### config.mk
export PLATFORM = sky130hd
export DESIGN_NAME = tmc_top
export DESIGN_NICKNAME = d
export VERILOG_FILES = /design/src/logic/tmc_pkg.sv /design/src/logic/tmc_pin_sync.sv /design/src/logic/tmc_edge_det.sv /design/src/logic/tmc_top.sv
export VERILOG_INCLUDE_DIRS = /design/src /design/src/logic
export SDC_FILE = /design/constraint.sdc
export NUM_CORES = 1
export LEC_CHECK = 0
export ABC_AREA = 1
export BUFFER_PORTS_ARGS = -buffer_cell sky130_fd_sc_hd__buf_2
export CAP_MARGIN = 10
export CORE_ASPECT_RATIO = 0.9
export CORE_UTILIZATION = 25
export DETAILED_ROUTE_END_ITERATION = 8
export GPL_TIMING_DRIVEN = 0
export SETUP_SLACK_MARGIN = 0.3
export SLEW_MARGIN = 20
export SYNTH_ARGS = -nofsm -noshare
export SYNTH_HDL_FRONTEND = slang
export SYNTH_HIERARCHICAL = 1
export SYNTH_SLANG_ARGS = --single-unit
### constraint.sdc
create_clock -name clk_in -period 4.6 [get_ports clk_in]
set_input_delay 0.69 -clock clk_in [delete_from_list [all_inputs] [get_ports clk_in]]
set_output_delay 0.69 -clock clk_in [all_outputs]
set_load 0.01 [all_outputs]
### src/logic/tmc_consts.svh
// Register offsets, field positions and reset values for the dual timer/counter
`ifndef TMC_CONSTS_SVH
`define TMC_CONSTS_SVH

// ==========================================================
// Register map
`define TMC_AW 3
`define TMC_OFS_MODE 3'h0
`define TMC_OFS_CTRL 3'h1
`define TMC_OFS_LO_A 3'h2
`define TMC_OFS_HI_A 3'h3
`define TMC_OFS_LO_B 3'h4
`define TMC_OFS_HI_B 3'h5

// ==========================================================
// Field positions
`define TMC_MODE_B_LSB 4
`define TMC_MODE_A_LSB 0
`define TMC_CTRL_FLAG_B 7
`define TMC_CTRL_RUN_B 6
`define TMC_CTRL_FLAG_A 5
`define TMC_CTRL_RUN_A 4

// ==========================================================
// Reset values
`define TMC_RST_BYTE 8'h00
`define TMC_RST_BIT 1'b0

`endif

### src/logic/tmc_pkg.sv
// Types shared by the dual timer/counter
`default_nettype none
package tmc_pkg;

  // Operating modes in field order
  typedef enum logic [1:0] {TMC_M13, TMC_M16, TMC_M8R, TMC_SPLIT} tmc_mode_t;

  // One nibble of the mode register
  typedef struct packed {
    logic gate;
    logic cnt_sel;
    tmc_mode_t mode;
  } tmc_ctl_t;

  // Result of one count step
  typedef struct packed {
    logic [7:0] lo;
    logic [7:0] hi;
    logic ovf;
  } tmc_cnt_t;

endpackage : tmc_pkg
`default_nettype wire

### src/logic/tmc_pin_sync.sv
// Two-flop synchroniser for asynchronous pins
`timescale 1ns/1ps
`default_nettype none
module tmc_pin_sync #(
  parameter int W = 4
) (
  input wire logic clk_in,
  input wire logic arst_n_in,
  input wire logic [W-1:0] pin_in,
  output logic [W-1:0] sync_out
);

  logic [W-1:0] meta_q;
  logic [W-1:0] sync_q;

  // ==========================================================
  // Synchroniser chain; first stage feeds only the second
  always_ff @(posedge clk_in or negedge arst_n_in) begin
    if (!arst_n_in) begin
      meta_q <= '0;
      sync_q <= '0;
    end else begin
      meta_q <= pin_in;
      sync_q <= meta_q;
    end
  end

  assign sync_out = sync_q;

endmodule : tmc_pin_sync
`default_nettype wire

### src/logic/tmc_edge_det.sv
// Machine-cycle sampler and falling-edge detector for an event input
`timescale 1ns/1ps
`default_nettype none
module tmc_edge_det (
  input wire logic clk_in,
  input wire logic arst_n_in,
  input wire logic srst_in,
  input wire logic mc_stb_in,
  input wire logic pin_in,
  output logic fall_out
);

  logic samp_q;
  logic prev_q;

  // ==========================================================
  // One sample per machine cycle; a level shorter than a cycle may be missed
  always_ff @(posedge clk_in or negedge arst_n_in) begin
    if (!arst_n_in) begin
      samp_q <= 1'b0;
      prev_q <= 1'b0;
    end else if (srst_in) begin
      samp_q <= 1'b0;
      prev_q <= 1'b0;
    end else if (mc_stb_in) begin
      samp_q <= pin_in;
      prev_q <= samp_q;
    end
  end

  // High sample then low sample; counted on the next strobe, two cycles in all
  assign fall_out = mc_stb_in & prev_q & ~samp_q;

endmodule : tmc_edge_det
`default_nettype wire

### src/logic/tmc_top.sv
// Dual timer/counter with four modes, register port and pin sampling
`timescale 1ns/1ps
`default_nettype none
`include "tmc_consts.svh"
module tmc_top
  import tmc_pkg::*;
(
  input wire logic clk_in,
  input wire logic arst_n_in,
  input wire logic srst_in,
  input wire logic mc_stb_in,
  input wire logic [`TMC_AW-1:0] addr_in,
  input wire logic [7:0] wdata_in,
  input wire logic wr_in,
  input wire logic rd_in,
  output logic [7:0] rdata_out,
  input wire logic gate_pin_a_in,
  input wire logic gate_pin_b_in,
  input wire logic event_input_a_in,
  input wire logic event_input_b_in,
  input wire logic vec_ack_a_in,
  input wire logic vec_ack_b_in,
  output logic overflow_flag_a_out,
  output logic overflow_flag_b_out,
  output logic ovf_pulse_a_out,
  output logic ovf_pulse_b_out
);

  // ==========================================================
  // State
  logic [7:0] mode_q, mode_d;
  logic run_a_q, run_a_d;
  logic run_b_q, run_b_d;
  logic flag_a_q, flag_a_d;
  logic flag_b_q, flag_b_d;
  logic [7:0] lo_a_q, lo_a_d;
  logic [7:0] hi_a_q, hi_a_d;
  logic [7:0] lo_b_q, lo_b_d;
  logic [7:0] hi_b_q, hi_b_d;
  logic [7:0] rdata_q, rdata_d;
  logic pulse_a_q, pulse_a_d;
  logic pulse_b_q, pulse_b_d;

  // ==========================================================
  // Pin synchronisers and edge detectors
  logic [3:0] pins_s;
  logic gate_pin_a_s;
  logic gate_pin_b_s;
  logic fall_a;
  logic fall_b;

  tmc_pin_sync #(.W(4)) u_sync (
    .clk_in(clk_in),
    .arst_n_in(arst_n_in),
    .pin_in({gate_pin_b_in, gate_pin_a_in, event_input_b_in, event_input_a_in}),
    .sync_out(pins_s)
  );

  assign gate_pin_a_s = pins_s[2];
  assign gate_pin_b_s = pins_s[3];

  tmc_edge_det u_edge_a (
    .clk_in(clk_in),
    .arst_n_in(arst_n_in),
    .srst_in(srst_in),
    .mc_stb_in(mc_stb_in),
    .pin_in(pins_s[0]),
    .fall_out(fall_a)
  );

  tmc_edge_det u_edge_b (
    .clk_in(clk_in),
    .arst_n_in(arst_n_in),
    .srst_in(srst_in),
    .mc_stb_in(mc_stb_in),
    .pin_in(pins_s[1]),
    .fall_out(fall_b)
  );

  // ==========================================================
  // One count step for a byte pair in the given mode
  function automatic tmc_cnt_t tmc_step(
    input logic [7:0] lo,
    input logic [7:0] hi,
    input tmc_mode_t m
  );
    tmc_cnt_t r;
    logic [12:0] c13;
    logic [15:0] c16;
    r.lo = lo;
    r.hi = hi;
    r.ovf = 1'b0;
    c13 = {hi, lo[4:0]};
    c16 = {hi, lo};
    unique case (m)
      TMC_M13: begin
        // Upper three low-byte bits are left as they stand
        r.ovf = &c13;
        c13 = c13 + 13'h0001;
        r.hi = c13[12:5];
        r.lo = {lo[7:5], c13[4:0]};
      end
      TMC_M16: begin
        r.ovf = &c16;
        c16 = c16 + 16'h0001;
        r.hi = c16[15:8];
        r.lo = c16[7:0];
      end
      TMC_M8R: begin
        r.ovf = &lo;
        r.lo = (&lo) ? hi : lo + 8'h01;
      end
      TMC_SPLIT: begin
        // High byte is stepped elsewhere in the split case
        r.ovf = &lo;
        r.lo = lo + 8'h01;
      end
    endcase
    return r;
  endfunction : tmc_step

  // ==========================================================
  // Mode register fields
  tmc_ctl_t ctl_a;
  tmc_ctl_t ctl_b;
  logic split_a;

  assign ctl_a = tmc_ctl_t'(mode_q[`TMC_MODE_A_LSB +: 4]);
  assign ctl_b = tmc_ctl_t'(mode_q[`TMC_MODE_B_LSB +: 4]);
  assign split_a = (ctl_a.mode == TMC_SPLIT);

  // ==========================================================
  // Count enables; tick_a, tick_b and tick_ah are qualified by the machine-cycle strobe, en_a and en_b are not
  logic en_a;
  logic en_b;
  logic tick_a;
  logic tick_b;
  logic tick_ah;

  assign en_a = run_a_q & (~ctl_a.gate | gate_pin_a_s);
  assign en_b = run_b_q & (~ctl_b.gate | gate_pin_b_s);
  // Source: machine cycle or sampled falling edge
  assign tick_a = mc_stb_in & en_a & (ctl_a.cnt_sel ? fall_a : 1'b1);
  // Timer B in its own mode 3 is frozen, same as run bit low
  assign tick_b = mc_stb_in & en_b & (ctl_b.cnt_sel ? fall_b : 1'b1) &
                  (ctl_b.mode != TMC_SPLIT);
  // Split high byte: machine cycles only, started by timer B run bit
  assign tick_ah = mc_stb_in & split_a & run_b_q;

  tmc_cnt_t step_a;
  tmc_cnt_t step_b;
  logic ovf_a;
  logic ovf_b;
  logic ovf_ah;

  assign step_a = tmc_step(lo_a_q, hi_a_q, ctl_a.mode);
  assign step_b = tmc_step(lo_b_q, hi_b_q, ctl_b.mode);
  assign ovf_a = tick_a & step_a.ovf;
  assign ovf_b = tick_b & step_b.ovf;
  assign ovf_ah = tick_ah & (&hi_a_q);

  // ==========================================================
  // Register port decode
  logic wr_mode;
  logic wr_ctrl;
  logic wr_lo_a;
  logic wr_hi_a;
  logic wr_lo_b;
  logic wr_hi_b;
  logic [7:0] ctrl_view;
  logic [7:0] rd_mux;

  assign wr_mode = wr_in & (addr_in == `TMC_OFS_MODE);
  assign wr_ctrl = wr_in & (addr_in == `TMC_OFS_CTRL);
  assign wr_lo_a = wr_in & (addr_in == `TMC_OFS_LO_A);
  assign wr_hi_a = wr_in & (addr_in == `TMC_OFS_HI_A);
  assign wr_lo_b = wr_in & (addr_in == `TMC_OFS_LO_B);
  assign wr_hi_b = wr_in & (addr_in == `TMC_OFS_HI_B);

  // Low nibble of the control view reads zero
  assign ctrl_view = {flag_b_q, run_b_q, flag_a_q, run_a_q, 4'h0};

  // Unmapped offsets read zero
  assign rd_mux = (addr_in == `TMC_OFS_MODE) ? mode_q :
                  (addr_in == `TMC_OFS_CTRL) ? ctrl_view :
                  (addr_in == `TMC_OFS_LO_A) ? lo_a_q :
                  (addr_in == `TMC_OFS_HI_A) ? hi_a_q :
                  (addr_in == `TMC_OFS_LO_B) ? lo_b_q :
                  (addr_in == `TMC_OFS_HI_B) ? hi_b_q : 8'h00;

  // ==========================================================
  // Next-state logic: counting, then bus writes, then flag sets
  always_comb begin
    mode_d = mode_q;
    run_a_d = run_a_q;
    run_b_d = run_b_q;
    flag_a_d = flag_a_q;
    flag_b_d = flag_b_q;
    lo_a_d = lo_a_q;
    hi_a_d = hi_a_q;
    lo_b_d = lo_b_q;
    hi_b_d = hi_b_q;
    rdata_d = rd_in ? rd_mux : 8'h00;
    pulse_a_d = ovf_a;
    // Timer B overflow pulses even when its flag is lent out
    pulse_b_d = ovf_b;

    // Counting
    if (tick_a) begin
      lo_a_d = step_a.lo;
      hi_a_d = step_a.hi;
    end
    if (tick_ah) begin
      hi_a_d = hi_a_q + 8'h01;
    end
    if (tick_b) begin
      lo_b_d = step_b.lo;
      hi_b_d = step_b.hi;
    end

    // Software writes win over a count step in the same cycle
    if (wr_mode) begin
      mode_d = wdata_in;
    end
    if (wr_ctrl) begin
      // Run bits only gate counting; counts are not touched
      run_a_d = wdata_in[`TMC_CTRL_RUN_A];
      run_b_d = wdata_in[`TMC_CTRL_RUN_B];
      flag_a_d = wdata_in[`TMC_CTRL_FLAG_A];
      flag_b_d = wdata_in[`TMC_CTRL_FLAG_B];
    end
    if (wr_lo_a) begin
      lo_a_d = wdata_in;
    end
    if (wr_hi_a) begin
      hi_a_d = wdata_in;
    end
    if (wr_lo_b) begin
      lo_b_d = wdata_in;
    end
    if (wr_hi_b) begin
      hi_b_d = wdata_in;
    end

    // Vector acknowledge clears; a same-cycle overflow still sets
    if (vec_ack_a_in) begin
      flag_a_d = 1'b0;
    end
    if (vec_ack_b_in) begin
      flag_b_d = 1'b0;
    end
    if (ovf_a) begin
      flag_a_d = 1'b1;
    end
    // In split mode timer B flag belongs to the high byte of timer A
    if (split_a ? ovf_ah : ovf_b) begin
      flag_b_d = 1'b1;
    end

    // Block reset clears everything software can see
    if (srst_in) begin
      mode_d = `TMC_RST_BYTE;
      run_a_d = `TMC_RST_BIT;
      run_b_d = `TMC_RST_BIT;
      flag_a_d = `TMC_RST_BIT;
      flag_b_d = `TMC_RST_BIT;
      lo_a_d = `TMC_RST_BYTE;
      hi_a_d = `TMC_RST_BYTE;
      lo_b_d = `TMC_RST_BYTE;
      hi_b_d = `TMC_RST_BYTE;
      pulse_a_d = `TMC_RST_BIT;
      pulse_b_d = `TMC_RST_BIT;
    end
  end

  // ==========================================================
  // Control and flag registers
  always_ff @(posedge clk_in or negedge arst_n_in) begin
    if (!arst_n_in) begin
      mode_q <= `TMC_RST_BYTE;
      run_a_q <= `TMC_RST_BIT;
      run_b_q <= `TMC_RST_BIT;
      flag_a_q <= `TMC_RST_BIT;
      flag_b_q <= `TMC_RST_BIT;
    end else begin
      mode_q <= mode_d;
      run_a_q <= run_a_d;
      run_b_q <= run_b_d;
      flag_a_q <= flag_a_d;
      flag_b_q <= flag_b_d;
    end
  end

  // ==========================================================
  // Count bytes
  always_ff @(posedge clk_in or negedge arst_n_in) begin
    if (!arst_n_in) begin
      lo_a_q <= `TMC_RST_BYTE;
      hi_a_q <= `TMC_RST_BYTE;
      lo_b_q <= `TMC_RST_BYTE;
      hi_b_q <= `TMC_RST_BYTE;
    end else begin
      lo_a_q <= lo_a_d;
      hi_a_q <= hi_a_d;
      lo_b_q <= lo_b_d;
      hi_b_q <= hi_b_d;
    end
  end

  // ==========================================================
  // Read data and overflow pulses, registered
  always_ff @(posedge clk_in or negedge arst_n_in) begin
    if (!arst_n_in) begin
      rdata_q <= `TMC_RST_BYTE;
      pulse_a_q <= `TMC_RST_BIT;
      pulse_b_q <= `TMC_RST_BIT;
    end else begin
      rdata_q <= rdata_d;
      pulse_a_q <= pulse_a_d;
      pulse_b_q <= pulse_b_d;
    end
  end

  // ==========================================================
  // Outputs
  assign rdata_out = rdata_q;
  assign overflow_flag_a_out = flag_a_q;
  assign overflow_flag_b_out = flag_b_q;
  assign ovf_pulse_a_out = pulse_a_q;
  assign ovf_pulse_b_out = pulse_b_q;

endmodule : tmc_top
`default_nettype wire

### Word-level counts from Yosys, hierarchy flattened

Index checks and enable logic that the tools add are counted.

* bits in registers: 66
* bits of input ports: 23
* output and inout bits: 12
* logic and storage cells: 151

* $add $sub $neg: 7
* equality and inequality tests: 14
* multiplexer cells: 55
* bitwise logic cells: 28
* reductions and logical operators: 27

Operator list (number)
* two-way mux 8 bit: 24
* one-hot mux 8 bit (4 select lines): 2
* adder 16 x 1 -> 16 bit, second input constant: 2
* one-hot mux 8 bit (2 select lines): 2
* AND reduction 16 bit: 2
* adder 13 x 1 -> 13 bit, second input constant: 2
* AND reduction 13 bit: 2
* two-way mux 1 bit: 25
* adder 8 x 1 -> 8 bit, second input constant: 3
* AND reduction 8 bit: 3
* AND 1 bit: 22
* nonzero test 4 bit: 4
* nonzero test 3 bit: 3
* equality test 2 bit, second input constant: 4
* AND reduction 2 bit: 4
* equality test 3 x 2 -> 1 bit, second input constant: 2
* equality test 3 bit, second input constant: 2
* inequality test 3 bit, second input constant: 2
* one-hot mux 1 bit (3 select lines): 2
* nonzero test 2 bit: 3
* nonzero test 5 bit: 1
* equality test 2 x 1 -> 1 bit, second input constant: 2
* zero test 2 bit: 2
* inverter 1 bit: 4
* 5 further kinds: 7

### Logic depth before layout (Yosys ltp)

* depth after elaboration: 10
* gate-level depth with buffers: 13
* mapped depth without buffers: 13

### Modules after synthesis

The synthesis kept the hierarchy.

Modules (own cells, without submodules)
* tmc_top: times used 1, cells each 606, area each 4018.9 sq um, sequential area each 1351.3 sq um
* tmc_pin_sync: times used 1, cells each 8, area each 200.2 sq um, sequential area each 200.2 sq um
* tmc_edge_det: times used 2, cells each 12, area each 92.6 sq um, sequential area each 50.0 sq um

### Least setup slack after synthesis

No wires, ideal clock.

* path type: input -> register
* start: input port addr_in[2]
* end: register lo_a_q[5]
* library setup time: 0.126 ns
* arrival: 1.625 ns
* data required time: 4.474 ns
* slack: 2.849 ns
* stages on the path: 9
* path buffers: 1
* cell sequence: buf_6 > nor3_4 > nand2_4 > nand2_4 > nor2_1 > inv_2 > nand2_1 > o21ai_0 > a21oi_1

* word-level cells in the longest chain between the ends: 4
* elaborated cells between the ends (all ways): 7
* those cells by class: eq/ne (2); mux (2); bitwise (1); reduce/logical (2)

RTL lines
* from (decl): line tmc_top.sv:12 `` input wire logic [`TMC_AW-1:0] addr_in, ``
* equality test 3 x 2 -> 1 bit (no line) (*)
* AND 1 bit (*): line tmc_top.sv:175 `` assign wr_lo_a = wr_in & (addr_in == `TMC_OFS_LO_A); ``
* inequality test 3 bit (no line) (tied with other cells)
* AND reduction 2 bit (no line) or two-way mux 8 bit (tied branches)
* to (signal assigned): line tmc_top.sv:298 `` lo_a_q <= `TMC_RST_BYTE; ``
* to (signal assigned): line tmc_top.sv:303 `lo_a_q <= lo_a_d;`
* to (decl): line tmc_top.sv:36 `logic [7:0] lo_a_q, lo_a_d;`

Every way passes the cells marked *; elsewhere a longest branch is shown, timed or not.
A chain may end at the register's enable or synchronous reset.

### Worst setup path in the final report

* start: input port addr_in[2]
* end: register rdata_q[5] (netlist: rdata_out[5])

* word-level cells in the longest chain between the ends: 8
* elaborated cells between the ends (all ways): 13
* those cells by class: eq/ne (5); mux (7); reduce/logical (1)

RTL lines
* equality test 3 bit (no line)
* two-way mux 8 bit: line tmc_top.sv:189 `` (addr_in == `TMC_OFS_HI_B) ? hi_b_q : 8'h00; ``
* two-way mux 8 bit: line tmc_top.sv:188 `` (addr_in == `TMC_OFS_LO_B) ? lo_b_q : ``
* two-way mux 8 bit: line tmc_top.sv:187 `` (addr_in == `TMC_OFS_HI_A) ? hi_a_q : ``
* two-way mux 8 bit: line tmc_top.sv:186 `` (addr_in == `TMC_OFS_LO_A) ? lo_a_q : ``
* two-way mux 8 bit: line tmc_top.sv:185 `` (addr_in == `TMC_OFS_CTRL) ? ctrl_view : ``
* two-way mux 8 bit (*): line tmc_top.sv:184 `` assign rd_mux = (addr_in == `TMC_OFS_MODE) ? mode_q : ``
* two-way mux 8 bit (*): line tmc_top.sv:203 `rdata_d = rd_in ? rd_mux : 8'h00;`
* named net rdata_d[5]: line tmc_top.sv:40 `logic [7:0] rdata_q, rdata_d;`
* to (signal assigned): line tmc_top.sv:314 `` rdata_q <= `TMC_RST_BYTE; ``
* to (signal assigned): line tmc_top.sv:318 `rdata_q <= rdata_d;`
* to (decl): line tmc_top.sv:40

Mark *: on every way through the listed nets, which the timed path passes. The rest lies on a longest branch.

==> impl.org <==
** Status
- Result of the run :: finished, final reports clean

** Routing
- Routed WL :: 13500 um
- 1st-iter DRT viols :: 437
- Number of optimization iterations in the first detailed-route pass :: 5
- In the routed design, unresolved DRC markers number 0.
- Via count :: 4309
- Using the TritonRoute via totals, the vias-per-cell ratio works out to 4.68.
- Dividing the detail-routed wire length by the instance count gives 14.7 um.
- ANT nets after route :: 0

** Placement
- Post-DP HPWL :: 10500 um
- Buffers placed on the I/O ports in this run total 31.
- DP Cell Count :: 905
- At the end of routability-driven placement, the weighted congestion stood at 0.909.
- Placed cell areas :: 0.00488 mm2

** Synthesis
- Sequential share of the synthesized area :: 0.375
- The synthesized netlist occupies a cell area of 0.00440 mm2.
- For this run, the number of Yosys warnings is 6.
- The number of nets handed over by synthesis was 664.
- Each instance of the synthesized netlist takes up on average 6.90 um2.
- In this run, synthesis produced a sequential element count of 66.
- Sorting the synthesized cells by area gives the leading types as sky130_fd_sc_hd__dfrtp_1 38%, sky130_fd_sc_hd__nand2_1 16%, sky130_fd_sc_hd__inv_1 7.5%.
- Of the post-synthesis cell area, the dominant cell type holds 0.375.
- Library cells used by synthesis :: 41
- Post-Syn Instances :: 638
- sky130_fd_sc_hd__dfrtp_1 takes more of the synthesized area than any other cell.

** Run
- Count of maximum capacitance violations :: 0

** Clock tree
- The number of hold buffers added after CTS was 0.
- Clock tree synthesis found a total of 66 sinks.
- Post-CTS Setup Bufs :: 0
- Root cell of the clock tree :: sky130_fd_sc_hd__clkbuf_16
- TritonCTS built the clock tree.
- After clock tree synthesis, the clock-pin slew on the worst setup and hold paths is 60 ps.
- Post-CTS Resized :: 0
- The H-tree generated during clock tree synthesis spans 3 levels.
- TritonCTS created 9 clock buffers.
- Clock insertion delay at the later pin of the skew report :: 340 ps
- The longest clock path from root to sink contains 2 buffers.

** Worst setup path
- Nature of the critical path endpoint :: flop
- The endpoint identified for the worst register-to-register timing path is hi_b_q[2]$_DFFE_PN0P_.
- Following the worst setup path forward leads to its endpoint at rdata_out[5]$_DFF_PN0_.
- STA classifies the critical path startpoint as an input pin.
- At the worst endpoint, the required time is 4810 ps.
- The most critical setup path has its startpoint at addr_in[2].
- Depth of the worst register-to-register path :: 12
- Data arrives at the worst endpoint at 2160 ps.
- Crit Path Max Fanout :: 10
- Setup slack of the worst register-to-register path :: 2700 ps
- In this run the critical register-to-register path is launched from lo_b_q[1]$_DFFE_PN0P_.
- Class of the most critical setup path :: input pin to flop

** Die
- Site Rows :: 45
- From bottom edge to top edge, the die measures 128 um.
- Boundary pin count :: 35
- Full die area :: 0.0182 mm2
- The core region is 0.0171 mm2.
- In this run the horizontal extent of the chip is 142 um.
- For this configuration, the core starts out at a cell density of 0.258.

** STA
- RSZ-0062 raised after global routing :: false
- The worst pin sits at a relative slew slack of 0.482.
- On the final layout, the worst clock skew is 8.50 ps.
- Summed over all failing endpoints, the final setup total negative slack is 0 ps.
- Finish-stage setup viols :: 0
- Worst-Margin Slew :: 773 ps
- Hold violation total from the final report :: 0
- Derived from the worst setup path, the maximum achievable clock frequency is 513 MHz.
- Max Slew Vio Count :: 0
- For the finished layout, the period the worst path requires is 1950 ps.
- Final worst path period share :: 0.424

** Pwr
- Internal power component :: 1280 uW
- Net switching component of the power :: 493 uW
- In this run the static leakage power is 0.00262 uW.
- Highest ir drop seen on vdd :: 0.000203 V
- Of the total power, the share spent switching nets is 0.279.
- PnR Total Power :: 1770 uW
- Of the total power, combinational logic draws 0.153.
- Of the total power, the clock network draws 0.463.
- Sequential cell fraction of total power :: 0.384
- Power density normalized to cell area :: 338 mW/mm2

** Finish
- The multi-input combinational cells in the finished layout cover a total of 0.00230 mm2.
- Diodes inserted :: 0
- Area taken by flip-flops and latches :: 0.00165 mm2
- Layout fillers :: 1870
- After routing the design area is 0.00524 mm2.
- The finished layout holds 921 standard cells, fillers aside.
- For this run, the post-layout net count is 707.
- In the final layout, the share of cells above drive strength 1 is 0.143.
- The area growth from synthesis to layout is 18.9%.
- Post-layout util :: 0.307

** GRT
- Gr ovfl total :: 0
- The first global-routing pass estimated 21700 um of wire.
- The number of global-route vias before repair came to 3882.
- Largest net degree at the start of global routing :: 55
- For this run, the total global-route usage over all layers was measured as 0.158.
- The initial antenna violation count is 0.

** Hold path
- Path class of the lowest-slack min-delay path :: input pin to asynchronous set/reset pin
-- registers in the layout, indices dropped and copies added, names as in the netlist, 4 cells and up --
register,flops
hi_b_q,8
u_sync/meta_q,4
hi_a_q,8
lo_a_q,8
mode_q,8
lo_b_q,8
u_sync/sync_out,4
rdata_out,8
-- logic make-up (layout without fill, tap and decap cells) --
kind of cell    Yosys count  after routing  share of synthesized area
compound gates          114            114                      0.148
xor+xnor                  7              7                     0.0139
fa+ha+maj                 3              3                    0.00852
buf+inv                 109            157                      0.102
flops                    66             66                      0.375
mux                       1              1                    0.00256
simple gates            338            338                      0.350
-- placed cells by master (no fill, tap or decap), types with 3 or more instances in the layout --
cell	Yosys	routed
sky130_fd_sc_hd__o21ai_1	8	8
sky130_fd_sc_hd__nand3_1	57	57
sky130_fd_sc_hd__nor2_2	6	6
sky130_fd_sc_hd__nand4_1	9	9
sky130_fd_sc_hd__ha_1	3	3
sky130_fd_sc_hd__o221ai_1	5	5
sky130_fd_sc_hd__buf_2	2	32
sky130_fd_sc_hd__o211ai_1	9	9
sky130_fd_sc_hd__buf_6	4	4
sky130_fd_sc_hd__dfrtp_1	66	66
sky130_fd_sc_hd__nand2_4	4	4
sky130_fd_sc_hd__clkbuf_16	0	9
sky130_fd_sc_hd__nand2_2	5	5
sky130_fd_sc_hd__nand3_2	4	4
sky130_fd_sc_hd__a21oi_1	32	32
sky130_fd_sc_hd__xor2_1	5	5
sky130_fd_sc_hd__nor2_1	50	50
sky130_fd_sc_hd__o21ai_0	41	41
sky130_fd_sc_hd__inv_1	88	88
sky130_fd_sc_hd__nand2_1	185	185
sky130_fd_sc_hd__inv_2	10	10
sky130_fd_sc_hd__nor2_4	4	4
sky130_fd_sc_hd__o21ai_2	3	3
sky130_fd_sc_hd__bufinv_16	0	3
sky130_fd_sc_hd__nor3_1	8	8
sky130_fd_sc_hd__o22ai_1	9	9
-- critical path: stages --
cell and delay, ps:
sky130_fd_sc_hd__buf_6 120, sky130_fd_sc_hd__nor3_2 650, sky130_fd_sc_hd__inv_1 260, sky130_fd_sc_hd__a41oi_1 430
-- layout make-up --
type / count / area share
clock buffer: 11 / 0.0483
sequential: 66 / 0.315
buffer: 9 / 0.0134
tap: 235 / 0.0562
multi-input combinational: 463 / 0.440
inverter: 100 / 0.0726
clock inverter: 5 / 0.0191
timing repair buffer: 32 / 0.0354
-- routing by layer --
| metal | GRT usage | up-vias | wire length (um) |
|---|---|---|---|
| met5 | 0 | - | 0 |
| li1 | - | 2160 | - |
| met4 | 0.0506 | 0 | 236 |
| met2 | 0.219 | 163 | 5540 |
| met1 | 0.237 | 1966 | 6760 |
| met3 | 0.0392 | 20 | 993 |
-- worst min-delay path by stage --
stage	start	cells past startpoint	to
6_report	arst_n_in	1	hi_b_q[5]$_DFFE_PN0P_
5_1_grt	arst_n_in	1	hi_b_q[5]$_DFFE_PN0P_
4_1_cts	arst_n_in	1	rdata_out[4]$_DFF_PN0_
3_5_place_dp	u_sync/meta_q[3]$_DFF_PN0_	0	u_sync/sync_out[3]$_DFF_PN0_
3_3_place_gp	u_sync/meta_q[0]$_DFF_PN0_	0	u_sync/sync_out[0]$_DFF_PN0_
2_1_floorplan	u_sync/meta_q[0]$_DFF_PN0_	0	u_sync/sync_out[0]$_DFF_PN0_
-- cells in the mapped netlist, drive strengths merged --
master,n
o2111ai,1
clkbuf,2
buf,7
o211ai,9
ha,3
a31oi,2
o221ai,5
inv,100
nand3,62
nor2,60
dfrtp,66
or3,1
a21boi,1
o22ai,9
a211oi,1
a21oi,32
nand2,195
o21a,1
xor2,5
nor3b,1
o21ai,52
nor3,10
mux2,1
nand4,9
a41oi,1
xnor2,2
-- metrics by stage --
stage	hold WS (ps)	setup slack, ps
floorplan	331	2850
global placement	332	2370
detailed placement	336	2370
CTS	195	2740
global route	204	2550
finish	197	2650
-- power by group through the flow --
| stage | logic [uW] | clock network (uW) | registers [uW] |
|---|---|---|---|
| after CTS | 271 | 841 | 677 |
| after detailed placement | 269 | 0 | 686 |
| after global placement | 265 | 0 | 686 |
| final | 271 | 819 | 679 |
| after global routing | 308 | 865 | 684 |
| after floorplan | 183 | 0 | 671 |
Power figures use the tool's default switching activity.
